<file path="config.mk">
export PLATFORM = sky130hd
export DESIGN_NAME = msf_modem_status
export DESIGN_NICKNAME = d
export VERILOG_FILES = /design/src/verilog/msf_pkg.sv /design/src/verilog/msf_modem_status.sv
export SDC_FILE = /design/constraint.sdc
export NUM_CORES = 1
export LEC_CHECK = 0
export CORE_MARGIN = 2
export CORE_UTILIZATION = 60
export DETAILED_ROUTE_END_ITERATION = 8
export DONT_BUFFER_PORTS = 1
export PLACE_DENSITY = 0.84
export REMOVE_ABC_BUFFERS = 1
export SETUP_SLACK_MARGIN = 0.15
export SYNTH_ARGS = -nofsm -noshare
export SYNTH_HDL_FRONTEND = slang
export SYNTH_SLANG_ARGS = --single-unit
</file>
<file path="constraint.sdc">
create_clock -name core_clk -period 6.4 [get_ports core_clk]
set_input_delay 1.28 -clock core_clk [delete_from_list [all_inputs] [get_ports core_clk]]
set_output_delay 1.28 -clock core_clk [all_outputs]
set_load 0.02 [all_outputs]
</file>
<file path="src/verilog/msf_pkg.sv">
// Constants, register map and carriers for the modem status block
// Summary of operation
// [RULE_01] Buffer-free rising by the modem raises interrupt pending, except reset or mode change
// [RULE_02] Interleave-empty rising raises interrupt pending, except reset or mode change
// [RULE_03] Deinterleave overflow rising always raises interrupt pending
// [RULE_04] Reading the status register clears interrupt pending
// [RULE_05] Interrupt pin pulls low while pending and enabled, released on status read
// [RULE_06] Any task except null or reset clears buffer free
// [RULE_07] Buffer free set with pending: tx when ready, rx when task done
// [RULE_08] Reset task or mode bit change sets buffer free without pending
// [RULE_09] Tx: interleave empty set with pending below two symbols; reset sets quietly
// [RULE_10] Interleave empty cleared within one symbol after a task; reads 0 in rx
// [RULE_11] Tx with interleave buffer empty feeds mid level into shaping filter
// [RULE_12] Rx: late receive task sets overflow with pending; reads 0 in tx
// [RULE_13] Overflow cleared by status read, reset task or mode bit change
// [RULE_14] Rx checksum error updated at end of search, header, mid/last tasks
// [RULE_15] Rx quality over 64 symbols placed in bits 7..3, bits 2..0 zero
// [RULE_16] Header checksum 16-bit, polynomial x16+x12+x5+1, over header bytes
// [RULE_17] Frame checksum 32-bit Ethernet polynomial over mid and last data
// [RULE_18] Frame checksum reinitialised after tasks except null/mid-last rx, null/mid/last tx
// [RULE_19] Checksums preset all ones when form bit 0, all zeros when 1
// [RULE_20] Each block carried as 66 symbols, 96 bits
// [RULE_21] Block symbols pass through interleave buffer before sending
// [RULE_22] Pulse shape bit selects full-width symbols or impulses, and rx equalisation
// [RULE_23] Select bit 1 is transmit, 0 receive; change cancels current task
// [RULE_24] Reserved status bits 2..0 read zero
package msf_pkg;
   localparam logic [7:0] OFF_STATUS  = 8'h00;
   localparam logic [7:0] OFF_QUALITY = 8'h04;
   localparam logic [7:0] OFF_COMMAND = 8'h08;
   localparam logic [7:0] OFF_MODE    = 8'h0C;
   localparam logic [7:0] OFF_DATA    = 8'h10;
   localparam logic [7:0] OFF_HDRSUM  = 8'h14;
   localparam logic [7:0] OFF_FRMSUM  = 8'h18;
   // Task codes in command bits 3..0
   localparam logic [3:0] TSK_NULL  = 4'h0;
   localparam logic [3:0] TSK_RESET = 4'h1;
   localparam logic [3:0] TSK_SYNC_SEARCH_HEADER_TASK  = 4'h2;
   localparam logic [3:0] TSK_RHB   = 4'h3;
   localparam logic [3:0] TSK_MID_LAST_RECEIVE_TASK  = 4'h4;
   localparam logic [3:0] TSK_R4S   = 4'h5;
   localparam logic [3:0] TSK_THB   = 4'h6;
   localparam logic [3:0] TSK_TIB   = 4'h7;
   localparam logic [3:0] TSK_TLB   = 4'h8;
   localparam logic [3:0] TSK_T4S   = 4'h9;
   localparam logic [6:0] BLOCK_SYMS = 7'h42;   // 66 symbols a block
   localparam logic [6:0] SHORT_SYMS = 7'h04;   // Four-symbol task
   localparam logic [6:0] LOW_MARK   = 7'h02;   // Empty below two symbols
   localparam logic [5:0] QUAL_WIN   = 6'h3F;   // 64-symbol window, last idx
   localparam logic [15:0] POLY16 = 16'h1021;
   localparam logic [31:0] POLY32 = 32'h04C11DB7;
   localparam logic [7:0] MODE_RESET = 8'h00;
   localparam logic [7:0] CMD_RESET  = 8'h00;
   localparam logic [1:0] RESP_OKAY   = 2'h0;
   localparam logic [1:0] RESP_SLVERR = 2'h2;
   localparam logic [2:0] LVL_MID = 3'h0;

   typedef struct packed {
      logic       rsv7;
      logic       rsv6;
      logic       crcZero;
      logic       pulseImp;
      logic [3:0] taskCode;
   } msf_cmd_t;

   typedef struct packed {
      logic       intEnable;
      logic       invertSym;
      logic       txSelect;
      logic       rxEye;
      logic       powersave;
      logic [2:0] rsv;
   } msf_mode_t;
endpackage

</file>
<file path="src/verilog/msf_modem_status.sv">
// Status flags, interrupt, quality, checksums and tx symbol shaping
//
// The implementer's own choices: the register offsets and the AXI4-Lite interface to the registers.
`timescale 1ns/100ps
module msf_modem_status (
   input  wire logic        core_clk,
   input  wire logic        sys_rst,
   input  wire logic [7:0]  s_axi_awaddr,
   input  wire logic        s_axi_awvalid,
   output logic             s_axi_awready,
   input  wire logic [31:0] s_axi_wdata,
   input  wire logic [3:0]  s_axi_wstrb,
   input  wire logic        s_axi_wvalid,
   output logic             s_axi_wready,
   output logic [1:0]       s_axi_bresp,
   output logic             s_axi_bvalid,
   input  wire logic        s_axi_bready,
   input  wire logic [7:0]  s_axi_araddr,
   input  wire logic        s_axi_arvalid,
   output logic             s_axi_arready,
   output logic [31:0]      s_axi_rdata,
   output logic [1:0]       s_axi_rresp,
   output logic             s_axi_rvalid,
   input  wire logic        s_axi_rready,
   input  wire logic        symTick,
   input  wire logic [1:0]  txSymbol,
   input  wire logic        rxTaskDone,
   input  wire logic        rxCrcBad,
   input  wire logic        rxLate,
   input  wire logic [7:0]  rxErrMag,
   output logic [2:0]       shapeLevel,
   output logic             rxEqImpulse,
   output logic             interruptOutLow,
   output logic             interruptOutOe
);

   ////////////////////////////////////////////////////////////////////////
   // AXI4-Lite write path
   logic [7:0]  awAddr_ff;
   logic        awHeld_ff;
   logic [31:0] wData_ff;
   logic        wStrb0_ff;
   logic        wHeld_ff;
   logic        bValid_ff;
   logic [1:0]  bResp_ff;
   wire         doWrite = awHeld_ff & wHeld_ff & ~bValid_ff;
   wire  [7:0]  wByte = wData_ff[7:0];
   wire         wLane = wStrb0_ff;
   wire         wrCmd  = doWrite & wLane & (awAddr_ff == msf_pkg::OFF_COMMAND);
   wire         wrMode = doWrite & wLane & (awAddr_ff == msf_pkg::OFF_MODE);
   wire         wrData = doWrite & wLane & (awAddr_ff == msf_pkg::OFF_DATA);
   wire         wMapped = (awAddr_ff == msf_pkg::OFF_COMMAND) |
                          (awAddr_ff == msf_pkg::OFF_MODE) |
                          (awAddr_ff == msf_pkg::OFF_DATA);

   assign s_axi_awready = ~awHeld_ff;
   assign s_axi_wready  = ~wHeld_ff;
   assign s_axi_bvalid  = bValid_ff;
   assign s_axi_bresp   = bResp_ff;

   // Address and data may arrive in either order
   always_ff @(posedge core_clk) begin
      if (sys_rst) begin
         awHeld_ff <= 1'b0;
         wHeld_ff  <= 1'b0;
         bValid_ff <= 1'b0;
         awAddr_ff <= 8'h00;
         wData_ff  <= 32'h00000000;
         wStrb0_ff <= 1'b0;
         bResp_ff  <= 2'h0;
      end else begin
         if (s_axi_awvalid & ~awHeld_ff) begin
            awHeld_ff <= 1'b1;
            awAddr_ff <= {s_axi_awaddr[7:2], 2'b00};
         end else if (doWrite) begin
            awHeld_ff <= 1'b0;
         end
         if (s_axi_wvalid & ~wHeld_ff) begin
            wHeld_ff  <= 1'b1;
            wData_ff  <= s_axi_wdata;
            wStrb0_ff <= s_axi_wstrb[0];
         end else if (doWrite) begin
            wHeld_ff <= 1'b0;
         end
         if (doWrite) begin
            bValid_ff <= 1'b1;
            bResp_ff  <= wMapped ? msf_pkg::RESP_OKAY : msf_pkg::RESP_SLVERR;
         end else if (s_axi_bready) begin
            bValid_ff <= 1'b0;
         end
      end
   end

   ////////////////////////////////////////////////////////////////////////
   // Command and mode decoding
   msf_pkg::msf_cmd_t  cmd_ff;
   msf_pkg::msf_mode_t mode_ff;
   wire msf_pkg::msf_cmd_t  newCmd  = msf_pkg::msf_cmd_t'(wByte);
   wire msf_pkg::msf_mode_t newMode = msf_pkg::msf_mode_t'(wByte);
   wire [3:0] newTask = newCmd.taskCode;
   wire isTx = mode_ff.txSelect;                               // [RULE_23]
   wire modeFlip = wrMode & ((newMode.txSelect != mode_ff.txSelect) |
                             (newMode.powersave != mode_ff.powersave));
   wire resetTask = wrCmd & (newTask == msf_pkg::TSK_RESET);
   wire quietSet  = modeFlip | resetTask;     // Sets flags with no interrupt
   wire realTask  = wrCmd & (newTask != msf_pkg::TSK_NULL) & ~resetTask;
   wire rxLateTask = realTask & ~isTx & rxLate &
                     ((newTask == msf_pkg::TSK_RHB) |
                      (newTask == msf_pkg::TSK_MID_LAST_RECEIVE_TASK) |
                      (newTask == msf_pkg::TSK_R4S));

   always_ff @(posedge core_clk) begin
      if (sys_rst) begin
         cmd_ff  <= msf_pkg::msf_cmd_t'(msf_pkg::CMD_RESET);
         mode_ff <= msf_pkg::msf_mode_t'(msf_pkg::MODE_RESET);
      end else begin
         if (wrCmd) cmd_ff <= newCmd;
         if (wrMode) mode_ff <= newMode;
      end
   end

   ////////////////////////////////////////////////////////////////////////
   // Task sequencing and interleave occupancy
   logic [3:0] pendTask_ff;
   logic       pending_ff;
   logic [6:0] ilCount_ff;
   logic [3:0] runTask_ff;
   logic       running_ff;
   wire        txLoad = isTx & symTick & pending_ff &
                        (ilCount_ff < msf_pkg::LOW_MARK);
   wire        txDone = isTx & symTick & running_ff &
                        (ilCount_ff == 7'h01);
   wire        rxDone = ~isTx & pending_ff & rxTaskDone;
   wire        taskDone = txDone | rxDone;
   wire [3:0]  doneTask = isTx ? runTask_ff : pendTask_ff;
   wire        shortTask = (pendTask_ff == msf_pkg::TSK_T4S);
   // Block tasks occupy 66 interleaved symbols
   wire [6:0]  loadSyms = shortTask ? msf_pkg::SHORT_SYMS
                                    : msf_pkg::BLOCK_SYMS;  // [RULE_20][RULE_21]

   // Mode change or reset task cancels everything in flight
   always_ff @(posedge core_clk) begin
      if (sys_rst) begin
         pending_ff  <= 1'b0;
         pendTask_ff <= 4'h0;
         ilCount_ff  <= 7'h00;
         runTask_ff  <= 4'h0;
         running_ff  <= 1'b0;
      end else if (quietSet) begin                         // [RULE_23]
         pending_ff <= 1'b0;
         ilCount_ff <= 7'h00;
         running_ff <= 1'b0;
      end else begin
         if (realTask) begin
            pending_ff  <= 1'b1;
            pendTask_ff <= newTask;
         end else if (txLoad | rxDone) begin
            pending_ff <= 1'b0;
         end
         if (txLoad) begin
            ilCount_ff <= loadSyms;
            runTask_ff <= pendTask_ff;
            running_ff <= 1'b1;
         end else if (isTx & symTick & (ilCount_ff != 7'h00)) begin
            ilCount_ff <= ilCount_ff - 7'h01;
            if (ilCount_ff == 7'h01) running_ff <= 1'b0;
         end
      end
   end

   ////////////////////////////////////////////////////////////////////////
   // Status flags; hardware sets win over read clears
   logic irqPend_ff;
   logic bufFree_ff;
   logic ilEmpty_ff;
   logic deinterleave_overflow_flag_ff;
   logic checksum_error_flag_ff;
   logic statusRead;
   wire  bfreeRise = ~bufFree_ff & (txLoad | rxDone);           // [RULE_07]
   wire  ilEmptyRise = isTx & ~ilEmpty_ff & ~pending_ff & symTick &
                       (ilCount_ff == msf_pkg::LOW_MARK);       // [RULE_09]
   wire  dibRise = ~deinterleave_overflow_flag_ff & rxLateTask;                     // [RULE_12]
   wire  irqSet = bfreeRise | ilEmptyRise | dibRise;  // [RULE_01][RULE_02][RULE_03]
   wire  crcTask = (doneTask == msf_pkg::TSK_SYNC_SEARCH_HEADER_TASK) |
                   (doneTask == msf_pkg::TSK_RHB) |
                   (doneTask == msf_pkg::TSK_MID_LAST_RECEIVE_TASK);

   always_ff @(posedge core_clk) begin
      if (sys_rst) begin
         irqPend_ff <= 1'b0;
         bufFree_ff <= 1'b1;
         ilEmpty_ff <= 1'b1;
         deinterleave_overflow_flag_ff  <= 1'b0;
         checksum_error_flag_ff  <= 1'b0;
      end else begin
         if (irqSet) irqPend_ff <= 1'b1;
         else if (statusRead) irqPend_ff <= 1'b0;               // [RULE_04]
         if (quietSet) bufFree_ff <= 1'b1;                      // [RULE_08]
         else if (realTask) bufFree_ff <= 1'b0;                 // [RULE_06]
         else if (txLoad | rxDone) bufFree_ff <= 1'b1;          // [RULE_07]
         if (quietSet) ilEmpty_ff <= 1'b1;                      // [RULE_09]
         else if (txLoad) ilEmpty_ff <= 1'b0;                   // [RULE_10]
         else if (ilEmptyRise) ilEmpty_ff <= 1'b1;              // [RULE_09]
         if (quietSet) deinterleave_overflow_flag_ff <= 1'b0;                       // [RULE_13]
         else if (rxLateTask) deinterleave_overflow_flag_ff <= 1'b1;                // [RULE_12]
         else if (statusRead) deinterleave_overflow_flag_ff <= 1'b0;                // [RULE_13]
         if (quietSet) checksum_error_flag_ff <= 1'b0;                       // [RULE_14]
         else if (rxDone & crcTask) checksum_error_flag_ff <= rxCrcBad;      // [RULE_14]
      end
   end

   // Mode-dependent flags read as zero on the other side; low bits reserved
   wire [7:0] statusByte = {irqPend_ff, bufFree_ff, ilEmpty_ff & isTx,
                            deinterleave_overflow_flag_ff & ~isTx, checksum_error_flag_ff & ~isTx,
                            3'b000};                       // [RULE_10][RULE_24]

   // Open drain: released as soon as the read clears pending
   assign interruptOutLow = 1'b0;
   assign interruptOutOe  = irqPend_ff & mode_ff.intEnable;     // [RULE_05]

   ////////////////////////////////////////////////////////////////////////
   // Received quality: mean error over blocks of 64 symbols
   logic [13:0] qualSum_ff;
   logic [5:0]  qualIdx_ff;
   logic [4:0]  quality_ff;
   wire  [13:0] qualAdd = qualSum_ff + {6'h00, rxErrMag};
   wire         qualEnd = ~isTx & symTick & (qualIdx_ff == msf_pkg::QUAL_WIN);

   always_ff @(posedge core_clk) begin
      if (sys_rst) begin
         qualSum_ff <= 14'h0000;
         qualIdx_ff <= 6'h00;
         quality_ff <= 5'h00;
      end else if (~isTx & symTick) begin
         qualIdx_ff <= qualIdx_ff + 6'h01;
         qualSum_ff <= qualEnd ? 14'h0000 : qualAdd;
         if (qualEnd) quality_ff <= ~qualAdd[13:9];             // [RULE_15]
      end
   end

   ////////////////////////////////////////////////////////////////////////
   // Header and frame checksums, fed byte-wise through the data register
   logic [15:0] hdrSum_ff;
   logic [31:0] frmSum_ff;
   // Form bit of the command being written governs its own preset
   wire         formZero = wrCmd ? newCmd.crcZero : cmd_ff.crcZero;
   wire  [15:0] preset16 = formZero ? 16'h0000 : 16'hFFFF;        // [RULE_19]
   wire  [31:0] preset32 = formZero ? 32'h00000000
                                    : 32'hFFFFFFFF;               // [RULE_19]
   wire         hdrStart = realTask & ((newTask == msf_pkg::TSK_THB) |
                                       (newTask == msf_pkg::TSK_SYNC_SEARCH_HEADER_TASK) |
                                       (newTask == msf_pkg::TSK_RHB));
   wire         frmKeep = isTx ? ((doneTask == msf_pkg::TSK_NULL) |
                                  (doneTask == msf_pkg::TSK_TIB) |
                                  (doneTask == msf_pkg::TSK_TLB))
                               : ((doneTask == msf_pkg::TSK_NULL) |
                                  (doneTask == msf_pkg::TSK_MID_LAST_RECEIVE_TASK));

   function automatic logic [15:0] crc16Byte(input logic [15:0] c,
                                             input logic [7:0]  d);
      logic [15:0] r;
      r = c;
      for (int i = 7; i >= 0; i--)
         r = {r[14:0], 1'b0} ^ ((r[15] ^ d[i]) ? msf_pkg::POLY16 : 16'h0000);
      return r;
   endfunction

   function automatic logic [31:0] crc32Byte(input logic [31:0] c,
                                             input logic [7:0]  d);
      logic [31:0] r;
      r = c;
      for (int i = 7; i >= 0; i--)
         r = {r[30:0], 1'b0} ^
             ((r[31] ^ d[i]) ? msf_pkg::POLY32 : 32'h00000000);
      return r;
   endfunction

   always_ff @(posedge core_clk) begin
      if (sys_rst) begin
         hdrSum_ff <= 16'hFFFF;
         frmSum_ff <= 32'hFFFFFFFF;
      end else begin
         if (hdrStart | quietSet) hdrSum_ff <= preset16;
         else if (wrData) hdrSum_ff <= crc16Byte(hdrSum_ff, wByte); // [RULE_16]
         if ((taskDone & ~frmKeep) | quietSet)
            frmSum_ff <= preset32;                                 // [RULE_18]
         else if (wrData)
            frmSum_ff <= crc32Byte(frmSum_ff, wByte);              // [RULE_17]
      end
   end

   ////////////////////////////////////////////////////////////////////////
   // Transmit shaping input: +3,+1,-1,-3 as 3-bit two's complement 3,1,7,5
   logic [2:0] shape_ff;
   wire  [2:0] symLevel = txSymbol[1] ? (txSymbol[0] ? 3'h3 : 3'h1)
                                      : (txSymbol[0] ? 3'h7 : 3'h5);
   wire        ilHasData = ~ilEmpty_ff;
   wire  [2:0] shapeNext = (~isTx | ~ilHasData) ? msf_pkg::LVL_MID  // [RULE_11]
                         : (cmd_ff.pulseImp & ~symTick) ? msf_pkg::LVL_MID
                         : symLevel;                             // [RULE_22]

   always_ff @(posedge core_clk) begin
      if (sys_rst) shape_ff <= msf_pkg::LVL_MID;
      else shape_ff <= shapeNext;
   end
   assign shapeLevel  = shape_ff;
   assign rxEqImpulse = cmd_ff.pulseImp;                         // [RULE_22]

   ////////////////////////////////////////////////////////////////////////
   // AXI4-Lite read path; status read has side effects
   logic        rValid_ff;
   logic [31:0] rData_ff;
   logic [1:0]  rResp_ff;
   wire  [7:0]  rAddr = {s_axi_araddr[7:2], 2'b00};
   wire         rTake = s_axi_arvalid & ~rValid_ff;
   assign statusRead = rTake & (rAddr == msf_pkg::OFF_STATUS);
   wire         rMapped = (rAddr == msf_pkg::OFF_STATUS) |
                          (rAddr == msf_pkg::OFF_QUALITY) |
                          (rAddr == msf_pkg::OFF_HDRSUM) |
                          (rAddr == msf_pkg::OFF_FRMSUM);
   wire  [31:0] rMux =
      (rAddr == msf_pkg::OFF_STATUS)  ? {24'h000000, statusByte} :
      (rAddr == msf_pkg::OFF_QUALITY) ? {24'h000000, quality_ff, 3'b000} :
      (rAddr == msf_pkg::OFF_HDRSUM)  ? {16'h0000, hdrSum_ff} :
      (rAddr == msf_pkg::OFF_FRMSUM)  ? frmSum_ff : 32'h00000000;

   assign s_axi_arready = ~rValid_ff;
   assign s_axi_rvalid  = rValid_ff;
   assign s_axi_rdata   = rData_ff;
   assign s_axi_rresp   = rResp_ff;

   always_ff @(posedge core_clk) begin
      if (sys_rst) begin
         rValid_ff <= 1'b0;
         rData_ff  <= 32'h00000000;
         rResp_ff  <= 2'h0;
      end else if (rTake) begin
         rValid_ff <= 1'b1;
         rData_ff  <= rMux;
         rResp_ff  <= rMapped ? msf_pkg::RESP_OKAY : msf_pkg::RESP_SLVERR;
      end else if (s_axi_rready) begin
         rValid_ff <= 1'b0;
      end
   end

   ////////////////////////////////////////////////////////////////////////
   // Checks
   a_irq_on_free: assert property (@(posedge core_clk) disable iff (sys_rst)
      bfreeRise |=> irqPend_ff) else $error("free rise no irq"); // [RULE_07]
   a_quiet_no_irq: assert property (@(posedge core_clk) disable iff (sys_rst)
      (quietSet & ~irqPend_ff & ~statusRead) |=> ~irqPend_ff & bufFree_ff)
      else $error("quiet set raised irq"); // [RULE_08]
   a_read_clears: assert property (@(posedge core_clk) disable iff (sys_rst)
      (statusRead & ~irqSet) |=> ~irqPend_ff)
      else $error("read kept irq"); // [RULE_04]
   a_pin_follows: assert property (@(posedge core_clk) disable iff (sys_rst)
      interruptOutOe == (irqPend_ff & mode_ff.intEnable))
      else $error("pin mismatch"); // [RULE_05]
   a_task_clears: assert property (@(posedge core_clk) disable iff (sys_rst)
      realTask |=> ~bufFree_ff) else $error("free not cleared"); // [RULE_06]
   a_ovf_irq: assert property (@(posedge core_clk) disable iff (sys_rst)
      rxLateTask |=> deinterleave_overflow_flag_ff & irqPend_ff)
      else $error("overflow not flagged"); // [RULE_12]
   a_mode_clear: assert property (@(posedge core_clk) disable iff (sys_rst)
      modeFlip |=> ~deinterleave_overflow_flag_ff & ~checksum_error_flag_ff & ilEmpty_ff)
      else $error("mode flip flags"); // [RULE_13]
   a_mid_level: assert property (@(posedge core_clk) disable iff (sys_rst)
      (isTx & ilEmpty_ff) |=> shapeLevel == msf_pkg::LVL_MID)
      else $error("not mid level"); // [RULE_11]
   a_empty_irq: assert property (@(posedge core_clk) disable iff (sys_rst)
      ilEmptyRise |=> ilEmpty_ff ##0 irqPend_ff)
      else $error("empty no irq"); // [RULE_09]
   a_block_len: assert property (@(posedge core_clk) disable iff (sys_rst)
      (txLoad & ~shortTask) |=> ilCount_ff == 7'h42)
      else $error("block length"); // [RULE_20]
   a_reserved: assert property (@(posedge core_clk) disable iff (sys_rst)
      statusRead |=> rData_ff[2:0] == 3'b000)
      else $error("reserved bits"); // [RULE_24]
   c_tx_block: cover property (@(posedge core_clk) txLoad ##[1:200] txDone);
   c_rx_done: cover property (@(posedge core_clk) rxDone & rxCrcBad);
   c_late: cover property (@(posedge core_clk) rxLateTask);

endmodule

</file>
After elaboration in Yosys (flattened, before gate mapping)
Cells that the tools add are included.
- $add $sub $neg: 3
- $lt $le $gt $ge: 1
- eq/ne operators: 23
- muxes and demuxes: 57
- bitwise gates (word level): 110
- reductions and logical operators: 22
- operators by type and width (operator ; count):
    bitwise XOR 32 x 27 -> 32 bit ; 8
    2-to-1 mux 32 bit ; 7
    2-to-1 mux 27 bit ; 8
    bitwise XOR 16 x 13 -> 16 bit ; 8
    2-to-1 mux 13 bit ; 8
    2-to-1 mux 16 bit ; 3
    AND 1 bit ; 41
    nonzero test 2 bit ; 12
    bitwise OR 1 bit ; 23
    2-to-1 mux 1 bit ; 21
    2-to-1 mux 7 bit ; 3
    equality test 4 x 3 -> 1 bit (second input constant) ; 5
    equality test 6 x 3 -> 1 bit (second input constant) ; 3
    equality test 4 x 2 -> 1 bit (second input constant) ; 4
    bitwise XOR 1 bit ; 16
    adder 14 x 8 -> 14 bit ; 1
    2-to-1 mux 14 bit ; 1
    NOT 1 bit ; 13
    equality test 6 x 2 -> 1 bit (second input constant) ; 2
    equality test 4 bit (second input constant) ; 2
    zero test 8 bit ; 1
    2-to-1 mux 2 bit ; 4
    AND reduction 2 bit ; 4
    equality test 7 x 1 -> 1 bit (second input constant) ; 1
    16 further kinds ; 17
- register bits: 158
- bits of input ports: 73
- output and inout port bits: 47

Depth between registers and ports, before layout
- word-level depth: 26
- depth in mapped cells: 10
- gate-level depth less buffers: 9

Worst setup path after synthesis
No wires, ideal clock.
- path kind: input -> register
- start: input symTick
- end: register quality_ff[1]
- library setup time: 0.079 ns
- data arrival time: 2.952 ns
- required time: 6.321 ns
- setup slack: 3.369 ns
- stages: 7
- path through: nor2b_1 clkbuf_1 nand4_1 or2_2 clkbuf_1 or4b_2 o211ai_1
- cells in the longest elaborated chain, start to end: 3
- RTL lines (item ; line ; RTL):
    start, declared ; msf_modem_status.sv:25 ; input wire logic symTick,
    AND 1 bit (*) ; msf_modem_status.sv:227, msf_modem_status.sv:234 ;
    AND 1 bit ; msf_modem_status.sv:227 ; wire qualEnd = ~isTx & symTick & (qualIdx_ff == msf_pkg::QUAL_WIN);
    AND reduction 2 bit (no source line) (*) ; n/a ;
    end signal, assigned ; msf_modem_status.sv:237 ; if (qualEnd) quality_ff <= ~qualAdd[13:9];
    end, declared ; msf_modem_status.sv:225 ; logic [4:0] quality_ff;
Every way passes the cells marked *; elsewhere a longest branch is shown, timed or not.
A chain may end at the register's enable or synchronous reset.

Final worst setup path
- start: input s_axi_araddr[5]
- end: register rData_ff[22] (netlist: s_axi_rdata[22])
- cells in the longest elaborated chain, start to end: 5
- elaborated cells between the ends (all ways): 8
- those cells by class: 3 x eq/ne; 4 x mux; 1 x reduce/logical
- RTL lines (item ; line ; RTL):
    start, declared ; msf_modem_status.sv:18 ; input wire logic [7:0] s_axi_araddr,
    equality test 6 x 3 -> 1 bit ; msf_modem_status.sv:325 ; (rAddr == msf_pkg::OFF_FRMSUM) ? frmSum_ff : 32'h00000000;
    2-to-1 mux 32 bit ; msf_modem_status.sv:325 ;
    2-to-1 mux 32 bit ; msf_modem_status.sv:324 ; (rAddr == msf_pkg::OFF_HDRSUM) ? {16'h0000, hdrSum_ff} :
    2-to-1 mux 32 bit ; msf_modem_status.sv:323 ; (rAddr == msf_pkg::OFF_QUALITY) ? {24'h000000, quality_ff, 3'b000} :
    2-to-1 mux 32 bit (*) ; msf_modem_status.sv:322 ; (rAddr == msf_pkg::OFF_STATUS) ? {24'h000000, statusByte} :
    end signal, assigned ; msf_modem_status.sv:339 ; rData_ff <= rMux;
    end, declared ; msf_modem_status.sv:312 ; logic [31:0] rData_ff;
Marks and branches as above.

==> results.yml <==
worst_setup_path:
  r2r_setup_slack_ns: 3.23
  crit_start: "s_axi_araddr[5]"
  crit-reg2reg-launch: "s_axi_bvalid"
  arrival_ns: 3.88
  crit_type: "primary input to flip-flop"
  endpoint_kind: "flip-flop"
  worst-endpoint-required_ns: 6.76
  cp-start-kind: "primary input"
  critPathMaxFanout: 27
global_route:
  grt_start_max_net_pins: 117
  grt-ovfl-total: 0
  grt_pass1_wl_um: 30500
  grt_usage: 0.271
  grt_pass1_vias: 6113
  antenna_found_initial: 0
placed_design:
  place_ws_ns: 2.50
  hpwl_um: 12600
  io_buffers: 0
  finalWeightedCongestion: 0.894
floorplanning:
  core_sq_um: 12700
  die_x_um: 118
  start_util: 0.615
  io_pins: 120
  rows: 41
  die_height_um: 118
  die_area_sq_um: 13900
min_path:
  holdCritStartpoint: "qualSum_ff[2]"
  hold_path.class: "flip-flop to flip-flop"
detailed_routing:
  drt-wirelength-per-cell_um: 17.6
  dr.pass1.iters: 5
  vias_per_cell: 6.08
  detail-route-antenna-nets: 0
  drc: 0
  vias: 6380
  drt_iter0_drc: 586
  wl_um: 18500
logic_synthesis:
  synth_edf_count: 0
  yosysTopAreaCellShare: 0.401
  synth_area_sq_um: 7790
  synth_ff_type: "dfxtp_1"
  ys_types: 69
  ys_ff_latch: 156
  ys_async_sr_fraction: 0
  netlist_instances: 898
  netlist_top_cells_area: "dfxtp_1, xnor2_1, nor2_1, nand2_1, a21oi_1"
  yosysWarningCount: 0
  syn_avg_cell_area_sq_um: 8.68
  yosys.area.top_type: "dfxtp_1"
  ys_seq_area_frac: 0.401
clock_network:
  post_cts_buffers: 0
  cts_root_buf: "clkbuf_16"
  clock_sinks: 156
  cts_repair_resize_count: 0
  cts_buffers: 17
  clock_latency_ns: 0.43
  htree_levels: 4
  path_clk_slew_ns: 0.06
  cts.hold.buffers_added: 0
  clockBufferDepth: 2
  cts_tree: "done"
cells_and_area:
  layout-drive-gt1-share: 0.0650
  fillers: 1059
  multi_input_area_sq_um: 4360
  diodes: 0
  fin_nets: 952
  area_delta_synth_final_pct: 7.71
  ff_latch_area_sq_um: 3120
power_and_ir_drop:
  power_leakage_nw: 3.07
  power_density_nw_per_um2: 271
  max-vdd-ir-drop_mv: 0.171
timing:
  drv_slew: 0
  maxSlewHeadroom: 0.270
  clock.fmax_mhz: 284
  rsz0062_at_grt: "false"
  finalCriticalPeriod_ns: 3.52
  worstMarginPinSlew_ns: 1.09
  final_hold_viol_count: 0
  setup_slack_ns: 2.88
  finalClockSkew_ns: 0.00831
  setup_tns_ns: 0
  setup_viol: 0
  period_share: 0.550
flow_run:
  cap_violations: 0
status:
  status: "complete, no violations"
-- worst max-delay path, cell delays in order --
cell and delay, ns:
nor3_1 0.36, nand2_1 0.13, nor3b_1 0.73, and3_1 1.01, a22oi_1 0.19, nor2_1 0.17
-- synth_stat cells, types with 8 or more instances --
| master | count |
|---|---|
| o21ai_0 | 42 |
| nor2_1 | 111 |
| nand2b_1 | 8 |
| or3_1 | 11 |
| xnor2_1 | 76 |
| buf_2 | 13 |
| o211a_1 | 8 |
| nor2b_1 | 10 |
| inv_1 | 13 |
| a222oi_1 | 11 |
| clkbuf_1 | 37 |
| mux2i_1 | 28 |
| a211o_1 | 10 |
| a22oi_1 | 16 |
| nor3b_1 | 9 |
| a21oi_1 | 60 |
| a31oi_1 | 9 |
| ha_1 | 13 |
| nand2_1 | 83 |
| nor3_1 | 17 |
| nand3_1 | 20 |
| dfxtp_1 | 156 |
| xor2_1 | 28 |
-- cell families after synthesis --
kind of cell	after synthesis	synth area share
buffers and inverters	73	0.0411
other	1	0.000481
multiplexers	29	0.0374
AO/OA/AOI/OAI	206	0.177
XOR/XNOR	110	0.132
AND/OR/NAND/NOR	309	0.188
flip-flops	156	0.401
adder cells (fa/ha/maj)	14	0.0234
-- cells in the final DEF, fill, tap and decap left out, types with 16 or more instances in the layout --
cell and n:
o21ai_0 42, a21oi_1 60, xnor2_1 76, clkbuf_16 17
nor2_1 110, dfxtp_1 156, xor2_1 28, nand2_1 83
nor3_1 17, a22oi_1 16, nand3_1 20, mux2i_1 28
-- path summary, 6_finish.rpt --
check / cells past startpoint / end
hold / removal: 2 / qualSum_ff[2]
hold reg to reg: 2 / qualSum_ff[2]
setup reg to reg: 6 / frmSum_ff[12]
setup / recovery: 6 / s_axi_rdata[22]
-- where the power goes --
part           total (W)  switching (W)  leakage (nW)  internal, W
clock network    0.00102       0.000409         0.275     0.000613
registers        0.00102      0.0000294          1.27     0.000992
logic           0.000233       0.000132          1.53     0.000101
-- registers in the layout (all words and copies together) (netlist names), 2 cells and up --
signal	count
wData_ff	8
awAddr_ff	6
frmSum_ff	32
shapeLevel	3
s_axi_rdata	32
qualSum_ff	14
qualIdx_ff	6
ilCount_ff	7
runTask_ff	4
pendTask_ff	4
hdrSum_ff	16
quality_ff	5
mode_ff	2
-- metrics by stage --
stage / power (W) / cells / cell area, sq um / hold slack, ns / util
3_5_place_dp: 0.00127 / 1018 / 7800 / 0.447 / 0.615
2_1_floorplan: 0.00122 / 840 / 7530 / 0.426 / -
3_3_place_gp: 0.00126 / 1018 / 7800 / 0.437 / 0.615
6_report: 0.00228 / 1049 / 8390 / 0.454 / 0.662
4_1_cts: 0.00228 / 1049 / 8390 / 0.456 / 0.662
5_1_grt: 0.00236 / 1049 / 8390 / 0.484 / 0.662
-- per-layer routing --
metal	track usage	part of all wire	up-vias
li1	-	-	3086
met2	0.452	0.49	205
met5	0	0	-
met1	0.334	0.43	3051
met3	0.0761	0.065	38
met4	0.0986	0.021	0
-- final cells by class --
cell class,count,area share
clock buffers,18,0.0511
clock inverters,13,0.0200
inverters,13,0.00581
multi-input cells,671,0.520
flip-flops and latches,156,0.372
well taps,172,0.0256
repair buffers,6,0.00537
Power figures use the tool's default switching activity.
